$ cat config.mk
export PLATFORM = sky130hd
export DESIGN_NAME = cfgl_loader
export DESIGN_NICKNAME = d
export VERILOG_FILES = /design/src/logic/cfgl_pkg.sv /design/src/logic/cfgl_loader.sv /design/src/logic/cfgl_twi_byte.sv
export SDC_FILE = /design/constraint.sdc
export NUM_CORES = 1
export LEC_CHECK = 0
export BUFFER_PORTS_ARGS = -buffer_cell sky130_fd_sc_hd__clkbuf_2
export CAP_MARGIN = 20
export CORE_UTILIZATION = 35
export DETAILED_ROUTE_END_ITERATION = 10
export SLEW_MARGIN = 20
export SYNTH_ARGS = -nofsm -noshare
export SYNTH_HDL_FRONTEND = slang
export SYNTH_HIERARCHICAL = 1
export SYNTH_SLANG_ARGS = --single-unit
$ cat constraint.sdc
create_clock -name clk -period 1.9 [get_ports clk]
set_clock_uncertainty 0.1 [all_clocks]
set_input_delay 0 -clock clk [delete_from_list [all_inputs] [get_ports clk]]
set_output_delay 0 -clock clk [all_outputs]
set_load 0.005 [all_outputs]
$ cat src/logic/cfgl_pkg.sv
package cfgl_pkg;

    // clock and serial bus timing
    localparam int CLK_HZ  = 10_000_000;
    localparam int SCL_HZ  = 400_000;
    // quarter of one serial bit; a longest time, so it rounds down
    localparam int QTR_CYC = CLK_HZ / (4 * SCL_HZ);

    // serial memory device word, upper four bits; low bits carry addr[10:8]
    localparam logic [3:0] EE_DEV_HI = 4'ha;

    // table offsets inside the serial memory
    localparam logic [10:0] PART_START    = 11'h200;
    localparam logic [10:0] OFS_SYNC_EN   = 11'h266;
    localparam logic [10:0] OFS_FRAME_CLK = 11'h267;
    localparam logic [10:0] OFS_HEXT      = 11'h268;
    localparam logic [10:0] OFS_VEXT      = 11'h269;
    localparam logic [10:0] OFS_CSUM      = 11'h26a;

    // field positions inside a pad control byte
    localparam int EN_HI_BIT  = 7;
    localparam int EN_LO_BIT  = 3;
    localparam int DRV_HI_LSB = 4;
    localparam int DRV_LO_LSB = 0;
    localparam int DRV_W      = 3;

    // field positions inside the extension bytes
    localparam int EXT_R_LSB = 4;
    localparam int EXT_L_LSB = 0;
    localparam int EXT_W     = 4;
    localparam int EXT_D_LSB = 0;
    localparam int EXT_D_W   = 2;

    // reset values of the loaded table bytes
    localparam logic [7:0] RST_PAD  = 8'h00;
    localparam logic [7:0] RST_HEXT = 8'h00;
    localparam logic [1:0] RST_VEXT = 2'h0;
    localparam logic [7:0] RST_CSUM = 8'h00;

    // byte engine commands
    typedef enum logic [1:0] {
        CFGL_CMD_START,
        CFGL_CMD_STOP,
        CFGL_CMD_WRITE,
        CFGL_CMD_READ
    } cfgl_cmd_e;

    // drive code to pad current in mA
    function automatic logic [3:0] cfgl_drive_ma(input logic [2:0] code);
        case (code)
            3'h0:    cfgl_drive_ma = 4'h2;
            3'h1:    cfgl_drive_ma = 4'h6;
            3'h2:    cfgl_drive_ma = 4'h6;
            3'h3:    cfgl_drive_ma = 4'ha;
            3'h4:    cfgl_drive_ma = 4'h4;
            3'h5:    cfgl_drive_ma = 4'h8;
            3'h6:    cfgl_drive_ma = 4'h8;
            default: cfgl_drive_ma = 4'hc;
        endcase
    endfunction

endpackage

$ cat src/logic/cfgl_loader.sv
// Function
// - pad driven after a clean load when enable bit set, else tri-state
// - three-bit drive code decodes to pad current
// - right extension from upper nibble of 268
// - left extension from lower nibble of 268
// - down extension from low bits of 269
// - checksum is low byte of preceding sum
`timescale 1ns/1ps
module cfgl_loader (
    // clock and reset
    input  wire logic       clk,
    input  wire logic       rst_n,
    // serial memory pins, open drain
    input  wire logic       ee_sda_in,
    output logic            ee_sda_out,
    output logic            ee_sda_oe_n,
    output logic            ee_scl_out,
    output logic            ee_scl_oe_n,
    // pad sources from the timing logic
    input  wire logic       de_src,
    input  wire logic       line_sync_src,
    input  wire logic       frame_sync_src,
    input  wire logic       panel_clock_src,
    // panel pads
    output logic            display_enable_out,
    output logic            display_enable_oe_n,
    output logic [3:0]      display_enable_drive_ma,
    output logic            line_sync_out,
    output logic            line_sync_oe_n,
    output logic [3:0]      line_sync_drive_ma,
    output logic            frame_sync_out,
    output logic            frame_sync_oe_n,
    output logic [3:0]      frame_sync_drive_ma,
    output logic            panel_clock_out,
    output logic            panel_clock_oe_n,
    output logic [3:0]      panel_clock_drive_ma,
    // loaded settings and status
    output logic [3:0]      ext_right,
    output logic [3:0]      ext_left,
    output logic [1:0]      ext_down,
    output logic            load_done,
    output logic            checksum_error,
    output logic            eeprom_nack_error
);

    typedef enum logic [2:0] {
        S_START1, S_DEVW, S_ADDR, S_START2, S_DEVR, S_READ, S_STOP, S_DONE
    } cfgl_state_e;

    cfgl_state_e         state_q;
    logic                wait_q;
    logic [10:0]         addr_q;
    logic [7:0]          sum_q;
    logic [7:0]          sync_enable_pad_ctrl_q;
    logic [7:0]          frame_clock_pad_ctrl_q;
    logic [7:0]          horizontal_extension_q;
    logic [1:0]          vertical_extension_q;
    logic [7:0]          table_checksum_q;
    logic                cfg_ok;
    logic                sda_s1_q;
    logic                sda_s2_q;
    logic                sda_s3_q;
    logic                sda_v_q;
    logic                cmd_valid;
    cfgl_pkg::cfgl_cmd_e cmd;
    logic [7:0]          wdata;
    logic                send_ack;
    logic                byte_done;
    logic [7:0]          rdata;
    logic                ack_seen;
    logic [7:0]          dev_word;

    // open drain: the pin only ever pulls low
    always_ff @(posedge clk or negedge rst_n) begin
        if (!rst_n) begin
            ee_sda_out <= 1'b0;
            ee_scl_out <= 1'b0;
        end else begin
            ee_sda_out <= 1'b0;
            ee_scl_out <= 1'b0;
        end
    end

    // three-stage input sync; accept a level once stages two and three agree
    always_ff @(posedge clk or negedge rst_n) begin
        if (!rst_n) begin
            sda_s1_q <= 1'b1;
            sda_s2_q <= 1'b1;
            sda_s3_q <= 1'b1;
            sda_v_q  <= 1'b1;
        end else begin
            sda_s1_q <= ee_sda_in;
            sda_s2_q <= sda_s1_q;
            sda_s3_q <= sda_s2_q;
            if (sda_s2_q == sda_s3_q) begin
                sda_v_q <= sda_s3_q;
            end
        end
    end

    // random read to the part start, then one sequential read to the end
    assign dev_word = {cfgl_pkg::EE_DEV_HI, cfgl_pkg::PART_START[10:8], 1'b0};

    always_comb begin
        cmd_valid = !wait_q && (state_q != S_DONE);
        cmd       = cfgl_pkg::CFGL_CMD_WRITE;
        wdata     = 8'h00;
        send_ack  = (addr_q != cfgl_pkg::OFS_CSUM);
        case (state_q)
            S_START1: cmd = cfgl_pkg::CFGL_CMD_START;
            S_START2: cmd = cfgl_pkg::CFGL_CMD_START;
            S_DEVW:   wdata = dev_word;
            S_ADDR:   wdata = cfgl_pkg::PART_START[7:0];
            S_DEVR:   wdata = dev_word | 8'h01;
            S_READ:   cmd = cfgl_pkg::CFGL_CMD_READ;
            S_STOP:   cmd = cfgl_pkg::CFGL_CMD_STOP;
            default:  cmd = cfgl_pkg::CFGL_CMD_STOP;
        endcase
    end

    cfgl_twi_byte u_byte (
        .clk       (clk),
        .rst_n     (rst_n),
        .cmd_valid (cmd_valid),
        .cmd       (cmd),
        .wdata     (wdata),
        .send_ack  (send_ack),
        .done      (byte_done),
        .rdata     (rdata),
        .ack_seen  (ack_seen),
        .sda_in    (sda_v_q),
        .scl_oe_n  (ee_scl_oe_n),
        .sda_oe_n  (ee_sda_oe_n)
    );

    // load sequencer; a missing acknowledge ends the load with a stop
    always_ff @(posedge clk or negedge rst_n) begin
        if (!rst_n) begin
            state_q           <= S_START1;
            wait_q            <= 1'b0;
            eeprom_nack_error <= 1'b0;
            load_done         <= 1'b0;
        end else begin
            if (cmd_valid) begin
                wait_q <= 1'b1;
            end else if (byte_done) begin
                wait_q <= 1'b0;
                case (state_q)
                    S_START1: state_q <= S_DEVW;
                    S_DEVW, S_ADDR, S_DEVR: begin
                        if (!ack_seen) begin
                            eeprom_nack_error <= 1'b1;
                            state_q           <= S_STOP;
                        end else if (state_q == S_DEVW) begin
                            state_q <= S_ADDR;
                        end else if (state_q == S_ADDR) begin
                            state_q <= S_START2;
                        end else begin
                            state_q <= S_READ;
                        end
                    end
                    S_START2: state_q <= S_DEVR;
                    S_READ: begin
                        if (addr_q == cfgl_pkg::OFS_CSUM) begin
                            state_q <= S_STOP;
                        end
                    end
                    S_STOP: begin
                        state_q   <= S_DONE;
                        load_done <= 1'b1;
                    end
                    default: state_q <= S_DONE;
                endcase
            end
        end
    end

    // running sum of every byte before the checksum, kept to eight bits
    always_ff @(posedge clk or negedge rst_n) begin
        if (!rst_n) begin
            addr_q         <= cfgl_pkg::PART_START;
            sum_q          <= 8'h00;
            checksum_error <= 1'b0;
        end else if (byte_done && wait_q && state_q == S_READ) begin
            addr_q <= addr_q + 11'h001;
            if (addr_q == cfgl_pkg::OFS_CSUM) begin
                checksum_error <= (rdata != sum_q);
            end else begin
                sum_q <= sum_q + rdata;
            end
        end
    end

    // capture the table bytes this block owns as they stream past
    always_ff @(posedge clk or negedge rst_n) begin
        if (!rst_n) begin
            sync_enable_pad_ctrl_q <= cfgl_pkg::RST_PAD;
            frame_clock_pad_ctrl_q <= cfgl_pkg::RST_PAD;
            horizontal_extension_q <= cfgl_pkg::RST_HEXT;
            vertical_extension_q   <= cfgl_pkg::RST_VEXT;
            table_checksum_q       <= cfgl_pkg::RST_CSUM;
        end else if (byte_done && wait_q && state_q == S_READ) begin
            case (addr_q)
                cfgl_pkg::OFS_SYNC_EN:   sync_enable_pad_ctrl_q <= rdata;
                cfgl_pkg::OFS_FRAME_CLK: frame_clock_pad_ctrl_q <= rdata;
                cfgl_pkg::OFS_HEXT:      horizontal_extension_q <= rdata;
                cfgl_pkg::OFS_VEXT:
                    vertical_extension_q <= rdata[cfgl_pkg::EXT_D_LSB +:
                                                  cfgl_pkg::EXT_D_W];
                cfgl_pkg::OFS_CSUM:      table_checksum_q <= rdata;
                default:                 table_checksum_q <= table_checksum_q;
            endcase
        end
    end

    // pad enables and extensions take effect only after a clean load, so a corrupt table
    // leaves every pad floating rather than driving garbage into a panel
    assign cfg_ok = load_done && !checksum_error && !eeprom_nack_error;

    always_ff @(posedge clk or negedge rst_n) begin
        if (!rst_n) begin
            ext_right <= 4'h0;
            ext_left  <= 4'h0;
            ext_down  <= 2'h0;
        end else begin
            ext_right <= cfg_ok ? horizontal_extension_q[cfgl_pkg::EXT_R_LSB +:
                         cfgl_pkg::EXT_W] : 4'h0;
            ext_left  <= cfg_ok ? horizontal_extension_q[cfgl_pkg::EXT_L_LSB +:
                         cfgl_pkg::EXT_W] : 4'h0;
            ext_down  <= cfg_ok ? vertical_extension_q : 2'h0;
        end
    end

    // pad enables, low-active toward the pad ring
    always_ff @(posedge clk or negedge rst_n) begin
        if (!rst_n) begin
            display_enable_oe_n <= 1'b1;
            line_sync_oe_n      <= 1'b1;
            frame_sync_oe_n     <= 1'b1;
            panel_clock_oe_n    <= 1'b1;
        end else begin
            display_enable_oe_n <= !(cfg_ok &&
                sync_enable_pad_ctrl_q[cfgl_pkg::EN_HI_BIT]);
            line_sync_oe_n      <= !(cfg_ok &&
                sync_enable_pad_ctrl_q[cfgl_pkg::EN_LO_BIT]);
            frame_sync_oe_n     <= !(cfg_ok &&
                frame_clock_pad_ctrl_q[cfgl_pkg::EN_HI_BIT]);
            panel_clock_oe_n    <= !(cfg_ok &&
                frame_clock_pad_ctrl_q[cfgl_pkg::EN_LO_BIT]);
        end
    end

    // pad data and decoded drive currents
    always_ff @(posedge clk or negedge rst_n) begin
        if (!rst_n) begin
            display_enable_out      <= 1'b0;
            line_sync_out           <= 1'b0;
            frame_sync_out          <= 1'b0;
            panel_clock_out         <= 1'b0;
            display_enable_drive_ma <= 4'h0;
            line_sync_drive_ma      <= 4'h0;
            frame_sync_drive_ma     <= 4'h0;
            panel_clock_drive_ma    <= 4'h0;
        end else begin
            display_enable_out      <= de_src;
            line_sync_out           <= line_sync_src;
            frame_sync_out          <= frame_sync_src;
            panel_clock_out         <= panel_clock_src;
            display_enable_drive_ma <= cfgl_pkg::cfgl_drive_ma(
                sync_enable_pad_ctrl_q[cfgl_pkg::DRV_HI_LSB +:
                                       cfgl_pkg::DRV_W]);
            line_sync_drive_ma      <= cfgl_pkg::cfgl_drive_ma(
                sync_enable_pad_ctrl_q[cfgl_pkg::DRV_LO_LSB +:
                                       cfgl_pkg::DRV_W]);
            frame_sync_drive_ma     <= cfgl_pkg::cfgl_drive_ma(
                frame_clock_pad_ctrl_q[cfgl_pkg::DRV_HI_LSB +:
                                       cfgl_pkg::DRV_W]);
            panel_clock_drive_ma    <= cfgl_pkg::cfgl_drive_ma(
                frame_clock_pad_ctrl_q[cfgl_pkg::DRV_LO_LSB +:
                                       cfgl_pkg::DRV_W]);
        end
    end

endmodule

$ cat src/logic/cfgl_twi_byte.sv
`timescale 1ns/1ps
module cfgl_twi_byte (
    // clock and reset
    input  wire logic                clk,
    input  wire logic                rst_n,
    // command side
    input  wire logic                cmd_valid,
    input  cfgl_pkg::cfgl_cmd_e      cmd,
    input  wire logic [7:0]          wdata,
    input  wire logic                send_ack,
    output logic                     done,
    output logic [7:0]               rdata,
    output logic                     ack_seen,
    // line side, sda already synchronised
    input  wire logic                sda_in,
    output logic                     scl_oe_n,
    output logic                     sda_oe_n
);

    logic                busy_q;
    logic [4:0]          div_q;
    logic                tick;
    logic [1:0]          phase_q;
    logic [3:0]          bit_q;
    logic                ack_q;
    cfgl_pkg::cfgl_cmd_e cmd_q;
    logic                rd_cmd;

    // read bytes leave data to the memory and drive only the ack slot
    assign rd_cmd = (cmd_q == cfgl_pkg::CFGL_CMD_READ);

    // quarter-bit enable; divider only runs while a command is in flight
    assign tick = busy_q && (div_q == 5'(cfgl_pkg::QTR_CYC - 1));

    always_ff @(posedge clk or negedge rst_n) begin
        if (!rst_n) begin
            div_q <= 5'h00;
        end else if (!busy_q || tick) begin
            div_q <= 5'h00;
        end else begin
            div_q <= div_q + 5'h01;
        end
    end

    // four quarters per bit: set data, raise clock, sample, lower clock
    always_ff @(posedge clk or negedge rst_n) begin
        if (!rst_n) begin
            busy_q   <= 1'b0;
            done     <= 1'b0;
            phase_q  <= 2'h0;
            bit_q    <= 4'h0;
            rdata    <= 8'h00;
            ack_q    <= 1'b0;
            ack_seen <= 1'b0;
            cmd_q    <= cfgl_pkg::CFGL_CMD_START;
            scl_oe_n <= 1'b1;
            sda_oe_n <= 1'b1;
        end else begin
            done <= 1'b0;
            if (!busy_q) begin
                if (cmd_valid) begin
                    busy_q  <= 1'b1;
                    cmd_q   <= cmd;
                    rdata   <= wdata;
                    ack_q   <= send_ack;
                    phase_q <= 2'h0;
                    bit_q   <= 4'h0;
                end
            end else if (tick) begin
                phase_q <= phase_q + 2'h1;
                case (cmd_q)
                    cfgl_pkg::CFGL_CMD_START: begin
                        // data falls while clock is high
                        case (phase_q)
                            2'h0:    sda_oe_n <= 1'b1;
                            2'h1:    scl_oe_n <= 1'b1;
                            2'h2:    sda_oe_n <= 1'b0;
                            default: begin
                                scl_oe_n <= 1'b0;
                                busy_q   <= 1'b0;
                                done     <= 1'b1;
                            end
                        endcase
                    end
                    cfgl_pkg::CFGL_CMD_STOP: begin
                        // data rises while clock is high
                        case (phase_q)
                            2'h0:    sda_oe_n <= 1'b0;
                            2'h1:    scl_oe_n <= 1'b1;
                            2'h2:    sda_oe_n <= 1'b1;
                            default: begin
                                busy_q <= 1'b0;
                                done   <= 1'b1;
                            end
                        endcase
                    end
                    default: begin
                        case (phase_q)
                            2'h0: begin
                                if (bit_q == 4'h8) begin
                                    // acknowledge slot
                                    sda_oe_n <= rd_cmd ? !ack_q : 1'b1;
                                end else begin
                                    sda_oe_n <= rd_cmd ? 1'b1 : rdata[7];
                                end
                            end
                            2'h1:    scl_oe_n <= 1'b1;
                            2'h2: begin
                                if (bit_q == 4'h8) begin
                                    ack_seen <= !sda_in;
                                end else begin
                                    rdata <= {rdata[6:0], sda_in};
                                end
                            end
                            default: begin
                                scl_oe_n <= 1'b0;
                                bit_q    <= bit_q + 4'h1;
                                if (bit_q == 4'h8) begin
                                    busy_q <= 1'b0;
                                    done   <= 1'b1;
                                end
                            end
                        endcase
                    end
                endcase
            end
        end
    end

endmodule

# Yosys cells after proc, flatten, opt, wreduce, memory -nomap -nowiden

Index checks and enable logic that the tools add are counted.

Add/subtract/negate cells: 5
Equal/unequal tests: 55
Mux-type cells: 54
Bitwise gates (word level): 5
Reduce and logical (&&, ||, !) cells: 60

Operator list:

| kind                  | number |
|---|---|
| $pmux 4 s5            | 4 |
| $eq 11x10->1 const B  | 5 |
| $mux 8                | 6 |
| $eq 3x3->1 const B    | 15 |
| $eq 3x2->1 const B    | 10 |
| $mux 4                | 7 |
| $reduce_or 2->1       | 11 |
| $mux 1                | 21 |
| $pmux 8 s2            | 1 |
| $reduce_and 2->1      | 8 |
| $eq 3x1->1 const B    | 5 |
| $logic_not 3->1       | 5 |
| $reduce_and 5->1      | 3 |
| $mux 3                | 4 |
| $ne 2x2->1 const B    | 6 |
| $pmux 3 s4            | 1 |
| $reduce_and 4->1      | 3 |
| $add 11x1->11 const B | 1 |
| $ne 11x10->1 const B  | 1 |
| $logic_and 1x1->1     | 10 |
| $logic_not 1->1       | 10 |
| $add 8x8->8           | 1 |
| $mux 2                | 4 |
| $ne 8x8->1            | 1 |
| other kinds (21)      | 36 |

Bits in registers: 117
Input bits: 7
Output and inout bits: 41
Logic and storage cells: 220

# Logic depth before layout (Yosys ltp)

Gate-level depths: netlist of run 1.

Word-level depth: 6
Gate-level depth with buffers: 8
Mapped depth without buffers: 8

# By module

The synthesis of run 1 kept the hierarchy.

Modules (own cells, without submodules):

| module        | times used | cells an instance | area each (um^2) | sequential area each (um^2) |
|---|---|---|---|---|
| cfgl_loader   | 1          | 298               | 3692.3           | 2163.3 |
| cfgl_twi_byte | 1          | 139               | 1408.9           | 678.2 |

# Worst setup path after synthesis of run 1

Ideal clock, no wire load.

Path kind: reg-to-reg
From: register u_byte.rdata[0]
To: register sum_q[6]
Arrival: 1.707 ns
Data required time: 1.705 ns
Setup slack: -0.002 ns
Stages on the path, launching flop included: 9
Clock period less this slack: 1.902 ns
Path through: dfrtp_1 > ha_1 > inv_1 > fa_1 > nor2b_1 > o31a_1 > o21ai_0 > nor3b_1 > o31ai_1

Word-level cells in the longest chain between the ends: 1

Ends and longest elaborated chain:

| item                   | line                 | text |
|---|---|---|
| start, declared        | cfgl_twi_byte.sv:12  | `output logic [7:0] rdata,` |
| start signal, assigned | cfgl_twi_byte.sv:64  | `rdata <= wdata;` |
| start signal, assigned | cfgl_twi_byte.sv:112 | `rdata <= {rdata[6:0], sda_in};` |
| $add 8x8->8            | cfgl_loader.sv:189   | `sum_q <= sum_q + rdata;` |
| end signal, assigned   | cfgl_loader.sv:189   |  |
| end, declared          | cfgl_loader.sv:53    | `logic [7:0] sum_q;` |

Every way passes these cells.
A chain may end at the register's enable or synchronous reset.

# Final worst setup path of run 1

From: register addr_q[4]
To: register vertical_extension_q[0]

Word-level cells in the longest chain between the ends: 2

Ends and longest elaborated chain:

| item                              | line               | text |
|---|---|---|
| start, declared                   | cfgl_loader.sv:52  | `logic [10:0] addr_q;` |
| start signal, assigned            | cfgl_loader.sv:181 | `addr_q <= cfgl_pkg::PART_START;` |
| start signal, assigned            | cfgl_loader.sv:185 | `addr_q <= addr_q + 11'h001;` |
| $eq 11x10->1                      | cfgl_loader.sv:203 | `case (addr_q)` |
| $reduce_and 2->1 (no source line) | n/a                |  |
| end signal, assigned              | cfgl_loader.sv:200 | `vertical_extension_q <= cfgl_pkg::RST_VEXT;` |
| end signal, assigned              | cfgl_loader.sv:208 | `vertical_extension_q <= rdata[cfgl_pkg::EXT_D_LSB +:` |
| end, declared                     | cfgl_loader.sv:57  | `logic [1:0] vertical_extension_q;` |

Every way passes these cells.

==> run summary, run 1 <==
Status = finished clean
RR Endpoint = vertical_extension_q[0]$_DFFE_PN0P_
Total track usage = 15.04%
Longest Clk Path Bufs = 2
Syn. warnings = 6
Initial core utilization = 36.33%
Antenna Nets Post-Route = 0
Final Critical Period = 1.876 ns
Flops & latches, synth = 113
Via density = 4.676
Final HPWL from detailed placement = 6.662 mm
Maximum net fanout on the critical path = 4
R2r worst-path depth = 4
Fillers = 1258
Via count = 3353
Pwr Density = 904.2 nW/um^2
Worst hold slack = 0.04999 ns
CTS tree = built
Max VDD drop = 0.5875 mV
Relative slew margins = 59.62%
Final Hold Viols = 0
Avg Inst Size Synth = 11.67 sq um
Leakage Power = 3.093 nW
Yosys cell types = 54
RD Place Congestion = 0.7925
Critical path arrival = 2.07 ns
Flop2flop setup slack = 0.02 ns
Worst slew pin tran = 0.6057 ns
Post-Synthesis Cells = 437
Commonest register cell after synthesis = dfrtp_1
Routed metal-1 wire length = 4.488 mm
I/O pin cnt = 48
Reg-to-reg startpoint = addr_q[4]$_DFFE_PN0P_
DRC Markers = 0
Detailed Route Iter0 Violations = 185
Clk root buf = clkbuf_16
Die Span Y = 122.7 um
Worst EP required = 2.10 ns
Post-Synth Simple-Gate Area = 13.34%
Clock transition at path regs = 0.06 ns
Setup crit end kind = flip-flop
Core area = 14040 sq um
Post-Layout Cell Count = 717
Number of antenna diodes = 0
Post-Synth Adder-Cell Area = 6.230%
F_max = 0.5332 GHz
Global route overflow = 0
Largest net degree at the start of global routing = 64
Final max-slew violation count = 0
Placement Rows = 43
CTS sink cnt = 113
CTS Buf Count = 17
Post-synth EDFFs = 0
Xor/xnor cell area share of the yosys netlist = 4.979%
Met2 WL post-DR = 4.817 mm
DRT Wirelength = 9.867 mm
Post-route design area = 6391 sq um
Area Overhead vs Synth = 25.29%
# H-tree levels = 4
Drt pass-1 iters = 4
Post-synthesis sequential area ratio = 55.70%
Buffers on Ports = 41
Async set or reset register ratio after synthesis = 100.0%
Number of global-route vias before repair = 3488
Synth Area in Compound Gates = 7.211%
Setup violators final = 0
Final core utilization = 45.51%
Unrepaired setup endpoints after global routing = yes
WL met3 = 438 um
Final setup margin = 0.02448 ns
Layout cells sized above 1 = 29.80%
Setup Crit Path Kind = reg -> reg
Maximum Capacitance Violations = 0
Nets = 551
Routed len/inst = 13.76 um
Final worst path period share = 98.71%
Die area = 15060 sq um
Area after DPL = 5670 sq um
Top Metal Used = met4
Post-synthesis mux area share = 8.389%
Combinational family with the most area after synthesis = simple AND/OR/NAND/NOR gates
Initial antenna violation count = 0
Syn Std Cell Area = 5101 sq um
First-pass GRT wire length = 17.15 mm
Worst skew pair latency = 0.41 ns
Die width = 122.7 um
Worst Setup Start Kind = flip-flop
Post-Place Worst Slack = 0.02175 ns
Hold Path Class = in -> async
Placed insts = 677
state kept, by name (all words and copies together) (netlist names), 3 cells and up:
name                     count
state_q                      3
ext_left                     4
sync_enable_pad_ctrl_q       8
line_sync_drive_ma           3
frame_sync_drive_ma          3
display_enable_drive_ma      3
u_byte/div_q                 5
addr_q                      11
ext_right                    4
panel_clock_drive_ma         3
sum_q                        8
horizontal_extension_q       8
u_byte/rdata                 8
u_byte/bit_q                 4
frame_clock_pad_ctrl_q       8
cell usage after synthesis (all sizes together) (3+ instances only):
master,number,area [sq um]
dfstp,11,289.0
inv,26,97.59
a21o,5,37.54
ha,19,237.7
nand2,43,168.9
nand2b,4,25.02
mux2i,12,120.1
nand3b,3,22.52
mux2,27,307.8
buf,11,91.33
maj3,6,60.06
nor2b,4,25.02
o21ai,28,140.1
o21a,3,22.52
nand3,14,75.07
xnor2,21,183.9
xor2,8,70.07
nor3,3,15.01
and2,14,88.84
a21oi,12,60.06
nor2,22,82.58
clkbuf,5,18.77
nor4,3,18.77
o31ai,3,22.52
nand4,4,40.04
dfrtp,102,2552
layer usage:
| metal | up-vias | GRT usage (%) |
|---|---|---|
| met2 | 81 | 25.18 |
| met1 | 1627 | 18.09 |
| li1 | 1634 | - |
| met3 | 11 | 4.879 |
| met4 | 0 | 5.183 |
| met5 | - | 0 |
metrics by stage:
step	power, mW	TNS, ns
6_report	5.779	0
5_1_grt	5.996	-0.1086
4_1_cts	5.861	0
3_5_place_dp	2.605	0
3_3_place_gp	2.603	0
2_1_floorplan	2.522	0
power by group:
| part | leakage (nW) | switching (mW) | internal [mW] |
|---|---|---|---|
| Combinational | 1.37 | 0.0826 | 0.0481 |
| Clock | 0.277 | 1.14 | 2.06 |
| Sequential | 1.45 | 0.0122 | 2.43 |
logic make-up after synthesis:
family	after synthesis
buf+inv	42
mux	39
compound gates	62
flops	113
simple gates	125
fa+ha+maj	26
xor+xnor	29
other cells	1
area by class of cell:
cell class	count	area, sq um	share of cell area (%)
well taps	180	225.2	3.524
repair buffers	75	488.0	7.635
clock buffers	20	436.7	6.832
inverters	26	97.59	1.527
multi-input cells	291	2141	33.50
flip-flops and latches	113	2843	44.48
clock inverters	12	160.2	2.506
cells in the final DEF (no fill, tap or decap), drive strengths merged, types with 3 or more instances in the layout:
cell         netlist  layout
a21o               5       5
a21oi             12      12
and2              14      14
buf               11      29
bufinv             0       3
clkbuf             5      60
clkinv             0       4
clkinvlp           0       4
conb               1      10
dfrtp            102     102
dfstp             11      11
dlygate4sd3        0       6
ha                19      19
inv               26      27
maj3               6       6
mux2              27      27
mux2i             12      12
nand2             43      43
nand2b             4       4
nand3             14      14
nand3b             3       3
nand4              4       4
nor2              22      22
nor2b              4       4
nor3               3       3
nor4               3       3
o21a               3       3
o21ai             28      28
o31ai              3       3
xnor2             21      21
xor2               8       8
how the worst max path moves through the flow:
stage | start | to | cells past startpoint
6_report | addr_q[4]$_DFFE_PN0P_ | vertical_extension_q[0]$_DFFE_PN0P_ | 4
5_1_grt | sum_q[0]$_DFFE_PN0P_ | sum_q[6]$_DFFE_PN0P_ | 8
4_1_cts | wait_q$_DFFE_PN0P_ | vertical_extension_q[0]$_DFFE_PN0P_ | 5
3_5_place_dp | u_byte/rdata[0]$_DFFE_PN0P_ | sum_q[6]$_DFFE_PN0P_ | 8
3_3_place_gp | wait_q$_DFFE_PN0P_ | vertical_extension_q[0]$_DFFE_PN0P_ | 5
2_1_floorplan | u_byte/rdata[0]$_DFFE_PN0P_ | sum_q[6]$_DFFE_PN0P_ | 8
critical path, stage by stage, from the launching register on:
cell and delay [ns]:
dfrtp_2 0.43, nor4b_4 0.29, nand2_2 0.09, or4b_4 0.54
mux2_4 0.31
timing repair:
item	4_1_cts	5_1_grt
gates cloned	0	1
buffers inserted	0	1
hold endpoints to repair	112	0
setup endpoints to repair	3	37
pin swaps	2	3
gates resized for setup	3	19
hold buffers	6	0
Note: power is estimated with default switching activity, not from simulation.
==> inputs of run 2 (changes only) <==
--- a/config.mk
+++ b/config.mk
@@ -7,8 +7,9 @@
 export LEC_CHECK = 0
 export BUFFER_PORTS_ARGS = -buffer_cell sky130_fd_sc_hd__clkbuf_2
 export CAP_MARGIN = 20
-export CORE_UTILIZATION = 35
+export CORE_UTILIZATION = 53
 export DETAILED_ROUTE_END_ITERATION = 10
+export PLACE_DENSITY = 0.75
 export SLEW_MARGIN = 20
 export SYNTH_ARGS = -nofsm -noshare
 export SYNTH_HDL_FRONTEND = slang
==> run 2 against run 1 <==
Count of clock-buffer cells in the layout shrank 3; final cell count shrank 7.0%; critical path depth is the same; cell area shrank 0.88%; via count grew 1.9%; die area shrank 33%; sequential power is essentially flat; utilization grew 23 points; flip-flop and latch count is the same; non-clock buffer count grew 1; combinational power is essentially flat; power shrank 0.84%.
==> run summary, run 2 (synthesis results as in run 1) <==
Unrepaired setup endpoints after global routing = yes
Antenna Nets Post-Route = 0 (unchanged)
Clock transition at path regs = 0.06 ns (about the same)
DRC Markers = 0 (unchanged)
Final setup margin = 0.01819 ns (-0.006291 ns)
Cell family with most CP delay = simple AND/OR/NAND/NOR gates
Worst slew pin tran = 0.5217 ns (-0.08407 ns)
Area after DPL = 5592 sq um (-1.4%)
First-pass GRT wire length = 16.17 mm (-5.8%)
Clk root buf = clkbuf_8
CTS sink cnt = 113 (unchanged)
RD Place Congestion = 0.8684 (+9.6%)
Maximum Capacitance Violations = 0 (unchanged)
Leakage Power = 3.094 nW (about the same)
Relative slew margins = 65.22% (+5.6 points)
# H-tree levels = 4 (unchanged)
Pwr Density = 904.6 nW/um^2 (about the same)
Worst skew pair latency = 0.52 ns (+0.11 ns)
DRT Wirelength = 9.354 mm (-5.2%)
CTS tree = built
Final core utilization = 68.23% (+23 points)
CP cell instances = nor4b_4 > nand2_2 > or4b_4 > mux2_4
Critical path arrival = 2.18 ns (+0.11 ns)
Area of the multi-input gates = 2133 sq um (-0.35%)
Fillers = 679 (-46%)
Reg area = 2841 sq um (about the same)
Setup TNS Final = 0 ns (unchanged)
Status = finished clean
Number of antenna diodes = 0 (unchanged)
Final max-slew violation count = 0 (unchanged)
Setup violators final = 0 (unchanged)
Longest Clk Path Bufs = 2 (unchanged)
Placed insts = 624 (-7.8%)
Setup crit end kind = flip-flop
Drt pass-1 iters = 4 (unchanged)
Via density = 5.124 (+9.6%)
Nets = 552 (+0.18%)
Number of global-route vias before repair = 3429 (-1.7%)
Die area = 10020 sq um (-33%)
Global route overflow = 0 (unchanged)
Placement Rows = 35 (-19%)
Gate power share = 2.3% (about the same)
Setup Crit Path Kind = reg -> reg
Core area = 9284 sq um (-34%)
Maximum net fanout on the critical path = 3 (-1)
Met2 Usage GRT = 34.27% (+9.1 points)
Total track usage = 21.12% (+6.1 points)
Final HPWL from detailed placement = 6.182 mm (-7.2%)
Routed len/inst = 14.02 um (+1.9%)
CTS Buf Count = 17 (unchanged)
Worst stage delay on the critical path = 0.53 ns (about the same)
GR Layer Usage met3 = 4.944% (+0.065 points)
Sw Share = 21.73% (+0.35 points)
R2r worst-path depth = 4 (unchanged)
Biggest register = addr_q
Buffers on Ports = 41 (unchanged)
Post-route design area = 6335 sq um (-0.88%)
Largest net degree at the start of global routing = 71 (+11%)
Final worst path period share = 99.04% (+0.33 points)
Post-Place Worst Slack = 0.01060 ns (-0.01115 ns)
Clock power share = 55.1% (-0.4 points)
I/O pin cnt = 48 (unchanged)
CP max-delay cell = or4b_4
Final Critical Period = 1.882 ns (+0.006291 ns)
Commonest non-fill, non-tap cell in the layout = dfrtp_1
Max VDD drop = 0.5222 mV (-11%)
P_sw = 1.245 mW (+0.78%)
Critical Path Stages = 4 (unchanged)
Layout cells sized above 1 = 29.00% (-0.80 points)
Worst Setup Start Kind = flip-flop
Largest register FFs = 11 (unchanged)
Post-Layout Cell Count = 667 (-7.0%)
Sequential Power Share = 42.6% (+0.3 points)
Area Overhead vs Synth = 24.18%
CP bufs+invs = 0 (unchanged)
Die width = 100.1 um (-18%)
Hold Path Class = in -> async
F_max = 0.5314 GHz (-0.33%)
Met1 Use GR = 26.96% (+8.9 points)
Initial core utilization = 54.95% (+19 points)
Final Hold Viols = 0 (unchanged)
Via count = 3418 (+1.9%)
Busiest grt layer = met2
Most frequent cells in the layout = dfrtp_1, clkbuf_2, nand2_1
Worst EP required = 2.20 ns (+0.10 ns)
Detailed Route Iter0 Violations = 171 (-7.6%)
Initial antenna violation count = 0 (unchanged)
Pint = 4.485 mW (-1.3%)
Die Span Y = 100.1 um (-18%)
run 2: cell count changes in the layout (fill, tap and decap cells not counted), moves of 2 or more:
| cell | previous run | this run |
|---|---|---|
| clkbuf_1 | 3 | 0 |
| and4bb_2 | 0 | 2 |
| and4bb_4 | 2 | 0 |
| clkinvlp_4 | 4 | 6 |
| dlygate4sd3_1 | 6 | 8 |
| inv_6 | 1 | 3 |
run 2: power by group through the flow:
stage / Clock [mW] / Combinational, mW / Sequential (mW)
after floorplan: 0 / 0.0386 / 2.48
after global placement: 0 / 0.114 / 2.48
after detailed placement: 0 / 0.117 / 2.48
after CTS: 3.21 / 0.131 / 2.44
after global routing: 3.34 / 0.151 / 2.44
final: 3.16 / 0.132 / 2.44
run 2: worst paths after layout:
check                      slack (ns)                  start                               endpoint
setup / recovery                 0.02  addr_q[4]$_DFFE_PN0P_    vertical_extension_q[0]$_DFFE_PN0P_
max in group asynchronous        0.83                  rst_n                    sda_v_q$_DFFE_PN1N_
setup reg to reg                 0.02  addr_q[4]$_DFFE_PN0P_    vertical_extension_q[0]$_DFFE_PN0P_
min in group clk                 0.04                 de_src           display_enable_out$_DFF_PN0_
hold reg to reg                  0.26     sda_s1_q$_DFF_PN1_                     sda_s2_q$_DFF_PN1_
hold / removal                  0.007                  rst_n  frame_clock_pad_ctrl_q[3]$_DFFE_PN0P_
run 2: through the flow:
step | power, mW | hold slack (ns)
floorplan | 2.522 | -0.3956
global placement | 2.596 | -0.06948
detailed placement | 2.600 | -0.05896
CTS | 5.784 | 0.007238
global route | 5.935 | 0.02105
finish | 5.730 | 0.006715
run 2: routing by layer:
metal  routed length [um]  vias up  part of all wire [%]
met5                    0        -                     0
met4                  174        0                   1.9
met3                  390       16                   4.2
met2                 4544       86                    49
met1                 4245     1665                    45
li1                     -     1651                     -
run 2: cell type report:
class                   instances  share of cell area (%)
clock buffers                  17                   6.538
clock inverters                15                   2.903
inverters                      26                   1.541
multi-input cells             291                   33.68
flip-flops and latches        113                   44.85
well taps                     129                   2.548
repair buffers                 76                   7.940
run 2: worst min-delay path, delay by kind of cell:
family / cells / cell delay (ns)
buffers and inverters: 3 / 1.07
run 2: repair_timing:
item | in CTS | in global routing
pin swaps | 1 | 7
cloned | 0 | 0
gates resized for setup | 1 | 11
hold buffers | 8 | 0
buffers inserted | 1 | 2
endpoints found under the setup margin | 2 | 36
hold endpoints to repair | 118 | 0
==> inputs of run 3 (changes only) <==
--- a/config.mk
+++ b/config.mk
@@ -10,6 +10,7 @@
 export CORE_UTILIZATION = 53
 export DETAILED_ROUTE_END_ITERATION = 10
 export PLACE_DENSITY = 0.75
+export REMOVE_ABC_BUFFERS = 1
 export SLEW_MARGIN = 20
 export SYNTH_ARGS = -nofsm -noshare
 export SYNTH_HDL_FRONTEND = slang
==> run 3 against run 2 <==
The flow now finishes with violations (negative setup slack); die area did not move; utilization rose by 0.96 points; largest power group unchanged; count of clock-buffer cells in the layout rose by 2; worst setup slack worse by 0.072 ns; sequential share of layout area is 0.62 points lower; routed wire length grew 12%; final cell count up 1.0%; non-clock buffer count is 7 higher; first-iteration DRC count fell by 39%.
==> run summary, run 3 (synthesis results as in run 1) <==
Status = complete, but fails checks
Violated checks = negative setup slack
Setup crit end kind = flip-flop
Reg area = 2841 sq um (unchanged)
Final HPWL from detailed placement = 6.521 mm (+5.5%)
Initial core utilization = 54.95% (unchanged)
Area Overhead vs Synth = 25.93%
Setup Crit Path Kind = reg -> reg
DRC Markers = 0 (unchanged)
Maximum net fanout on the critical path = 2 (-1)
Detailed Route Iter0 Violations = 105 (-39%)
Number of global-route vias before repair = 3570 (+4.1%)
Longest Clk Path Bufs = 2 (unchanged)
Largest net degree at the start of global routing = 44 (-38%)
F_max = 0.5118 GHz (-3.7%)
Post-Place Worst Slack = -0.09640 ns (-0.1070 ns)
Nets = 559 (+1.3%)
Max VDD drop = 0.4626 mV (-11%)
# H-tree levels = 4 (unchanged)
Final core utilization = 69.19% (+0.96 points)
Final Critical Period = 1.954 ns (+0.07197 ns)
Worst stage delay on the critical path = 0.39 ns (-0.14 ns)
Routed len/inst = 15.51 um (+11%)
Placement Rows = 35 (unchanged)
CP cell instances = ha_2 > inv_2 > fa_2 > nor2b_2 > o31a_1 > buf_4 > a21oi_2 > mux2_4
Fillers = 661 (-2.7%)
Layout cells sized above 1 = 31.19% (+2.2 points)
Final Hold Viols = 0 (unchanged)
RD Place Congestion = 0.8559 (-1.4%)
Final Power = 5.700 mW (-0.54%)
Antenna Nets Post-Route = 0 (unchanged)
Clk root buf = clkbuf_8
Hold Path Class = in -> reg
Biggest register = addr_q
Clock transition at path regs = 0.06 ns (about the same)
Via density = 5.228 (+2.0%)
Commonest non-fill, non-tap cell in the layout = dfrtp_1
Via count = 3524 (+3.1%)
First-pass GRT wire length = 16.82 mm (+4.1%)
Drt pass-1 iters = 4 (unchanged)
CTS sink cnt = 113 (unchanged)
Largest register FFs = 11 (unchanged)
Area of the multi-input gates = 2161 sq um (+1.3%)
Setup violators final = 2 (+2)
Die area = 10020 sq um (unchanged)
Placed insts = 629 (+0.80%)
Maximum Capacitance Violations = 0 (unchanged)
Worst Setup Start Kind = flip-flop
Worst skew pair latency = 0.52 ns (about the same)
Final setup margin = -0.05378 ns (-0.07197 ns)
Die Span Y = 100.1 um (unchanged)
R2r worst-path depth = 8 (+4)
Final max-slew violation count = 0 (unchanged)
CTS Buf Count = 17 (unchanged)
Buffers on Ports = 41 (unchanged)
Post-Layout Cell Count = 674 (+1.0%)
I/O pin cnt = 48 (unchanged)
Worst EP required = 2.19 ns (about the same)
CTS tree = built
DRT Wirelength = 10.45 mm (+12%)
Pwr Density = 887.3 nW/um^2 (-1.9%)
Unrepaired setup endpoints after global routing = yes
Final worst path period share = 102.8% (+3.8 points)
WHS Path Cells = 2
Core area = 9284 sq um (unchanged)
Critical path arrival = 2.25 ns (+0.07 ns)
Total track usage = 22.20% (+1.1 points)
Die width = 100.1 um (unchanged)
CP max-delay cell = fa_2
Number of antenna diodes = 0 (unchanged)
Leakage Power = 3.150 nW (+1.8%)
Initial antenna violation count = 0 (unchanged)
Most frequent cells in the layout = dfrtp_1, clkbuf_2, nand2_1
Global route overflow = 0 (unchanged)
-- run 3: cell types whose count changed in the layout (fill, tap and decap cells not counted), moves of 2 or more --
| cell | previous run | this run |
|---|---|---|
| a21oi_2 | 0 | 2 |
| a21oi_1 | 12 | 10 |
| clkinvlp_4 | 6 | 3 |
| buf_4 | 27 | 33 |
| clkbuf_8 | 1 | 3 |
| clkinv_4 | 2 | 4 |
-- run 3: through the flow --
stage	setup TNS [ns]	cell area, sq um	hold WS [ns]
3_3_place_gp	0	5624	-0.1437
4_1_cts	-0.03020	6359	0.01549
3_5_place_dp	-0.09640	5624	-0.1389
5_1_grt	-0.3030	6424	0.02118
2_1_floorplan	-11.72	5025	-0.3956
6_report	-0.07125	6424	0.03159
-- run 3: layout make-up --
class | instances | share of cell area (%)
clock buffers | 19 | 6.876
inverters | 26 | 1.519
repair buffers | 83 | 8.843
flip-flops and latches | 113 | 44.23
well taps | 129 | 2.513
multi-input cells | 291 | 33.64
clock inverters | 13 | 2.376
-- run 3: where the power goes --
part           internal, mW  switching, mW
clock                  1.96           1.16
sequential             2.43         0.0115
combinational        0.0572         0.0901
total                  4.44           1.26
-- run 3: timing repair --
action | 4_1_cts | 5_1_grt
pin swaps | 2 | 8
endpoints found under the hold margin | 118 | 0
resized for setup | 6 | 18
endpoints found under the setup margin | 7 | 26
setup buffers | 3 | 1
hold buffers | 9 | 0
-- run 3: worst max-delay path: cells and delay by family, from the launching register on --
kind | cells | cell delay [ns]
AO/OA/AOI/OAI | 2 | 0.20
adder cells (fa/ha/maj) | 2 | 0.60
buffers and inverters | 2 | 0.16
flip-flops | 1 | 0.37
multiplexers | 1 | 0.27
AND/OR/NAND/NOR | 1 | 0.14
-- run 3: per-layer routing --
metal	wire [um]	GRT usage [%]	share of wire (%)
met3	471	6.198	4.5
met5	0	0	0
met1	4313	25.63	41
met4	291	8.807	2.8
met2	5374	39.15	51
-- run 3: final timing paths --
kind	startpoint	to	slack, ns
max	sum_q[0]$_DFFE_PN0P_	sum_q[4]$_DFFE_PN0P_	-0.05
min	line_sync_src	line_sync_out$_DFF_PN0_	0.03
max reg2reg	sum_q[0]$_DFFE_PN0P_	sum_q[4]$_DFFE_PN0P_	-0.05
min reg2reg	sda_s1_q$_DFF_PN1_	sda_s2_q$_DFF_PN1_	0.26
max in group asynchronous	rst_n	u_byte/sda_oe_n$_DFFE_PN1P_	0.83
min in group asynchronous	rst_n	line_sync_out$_DFF_PN0_	0.54
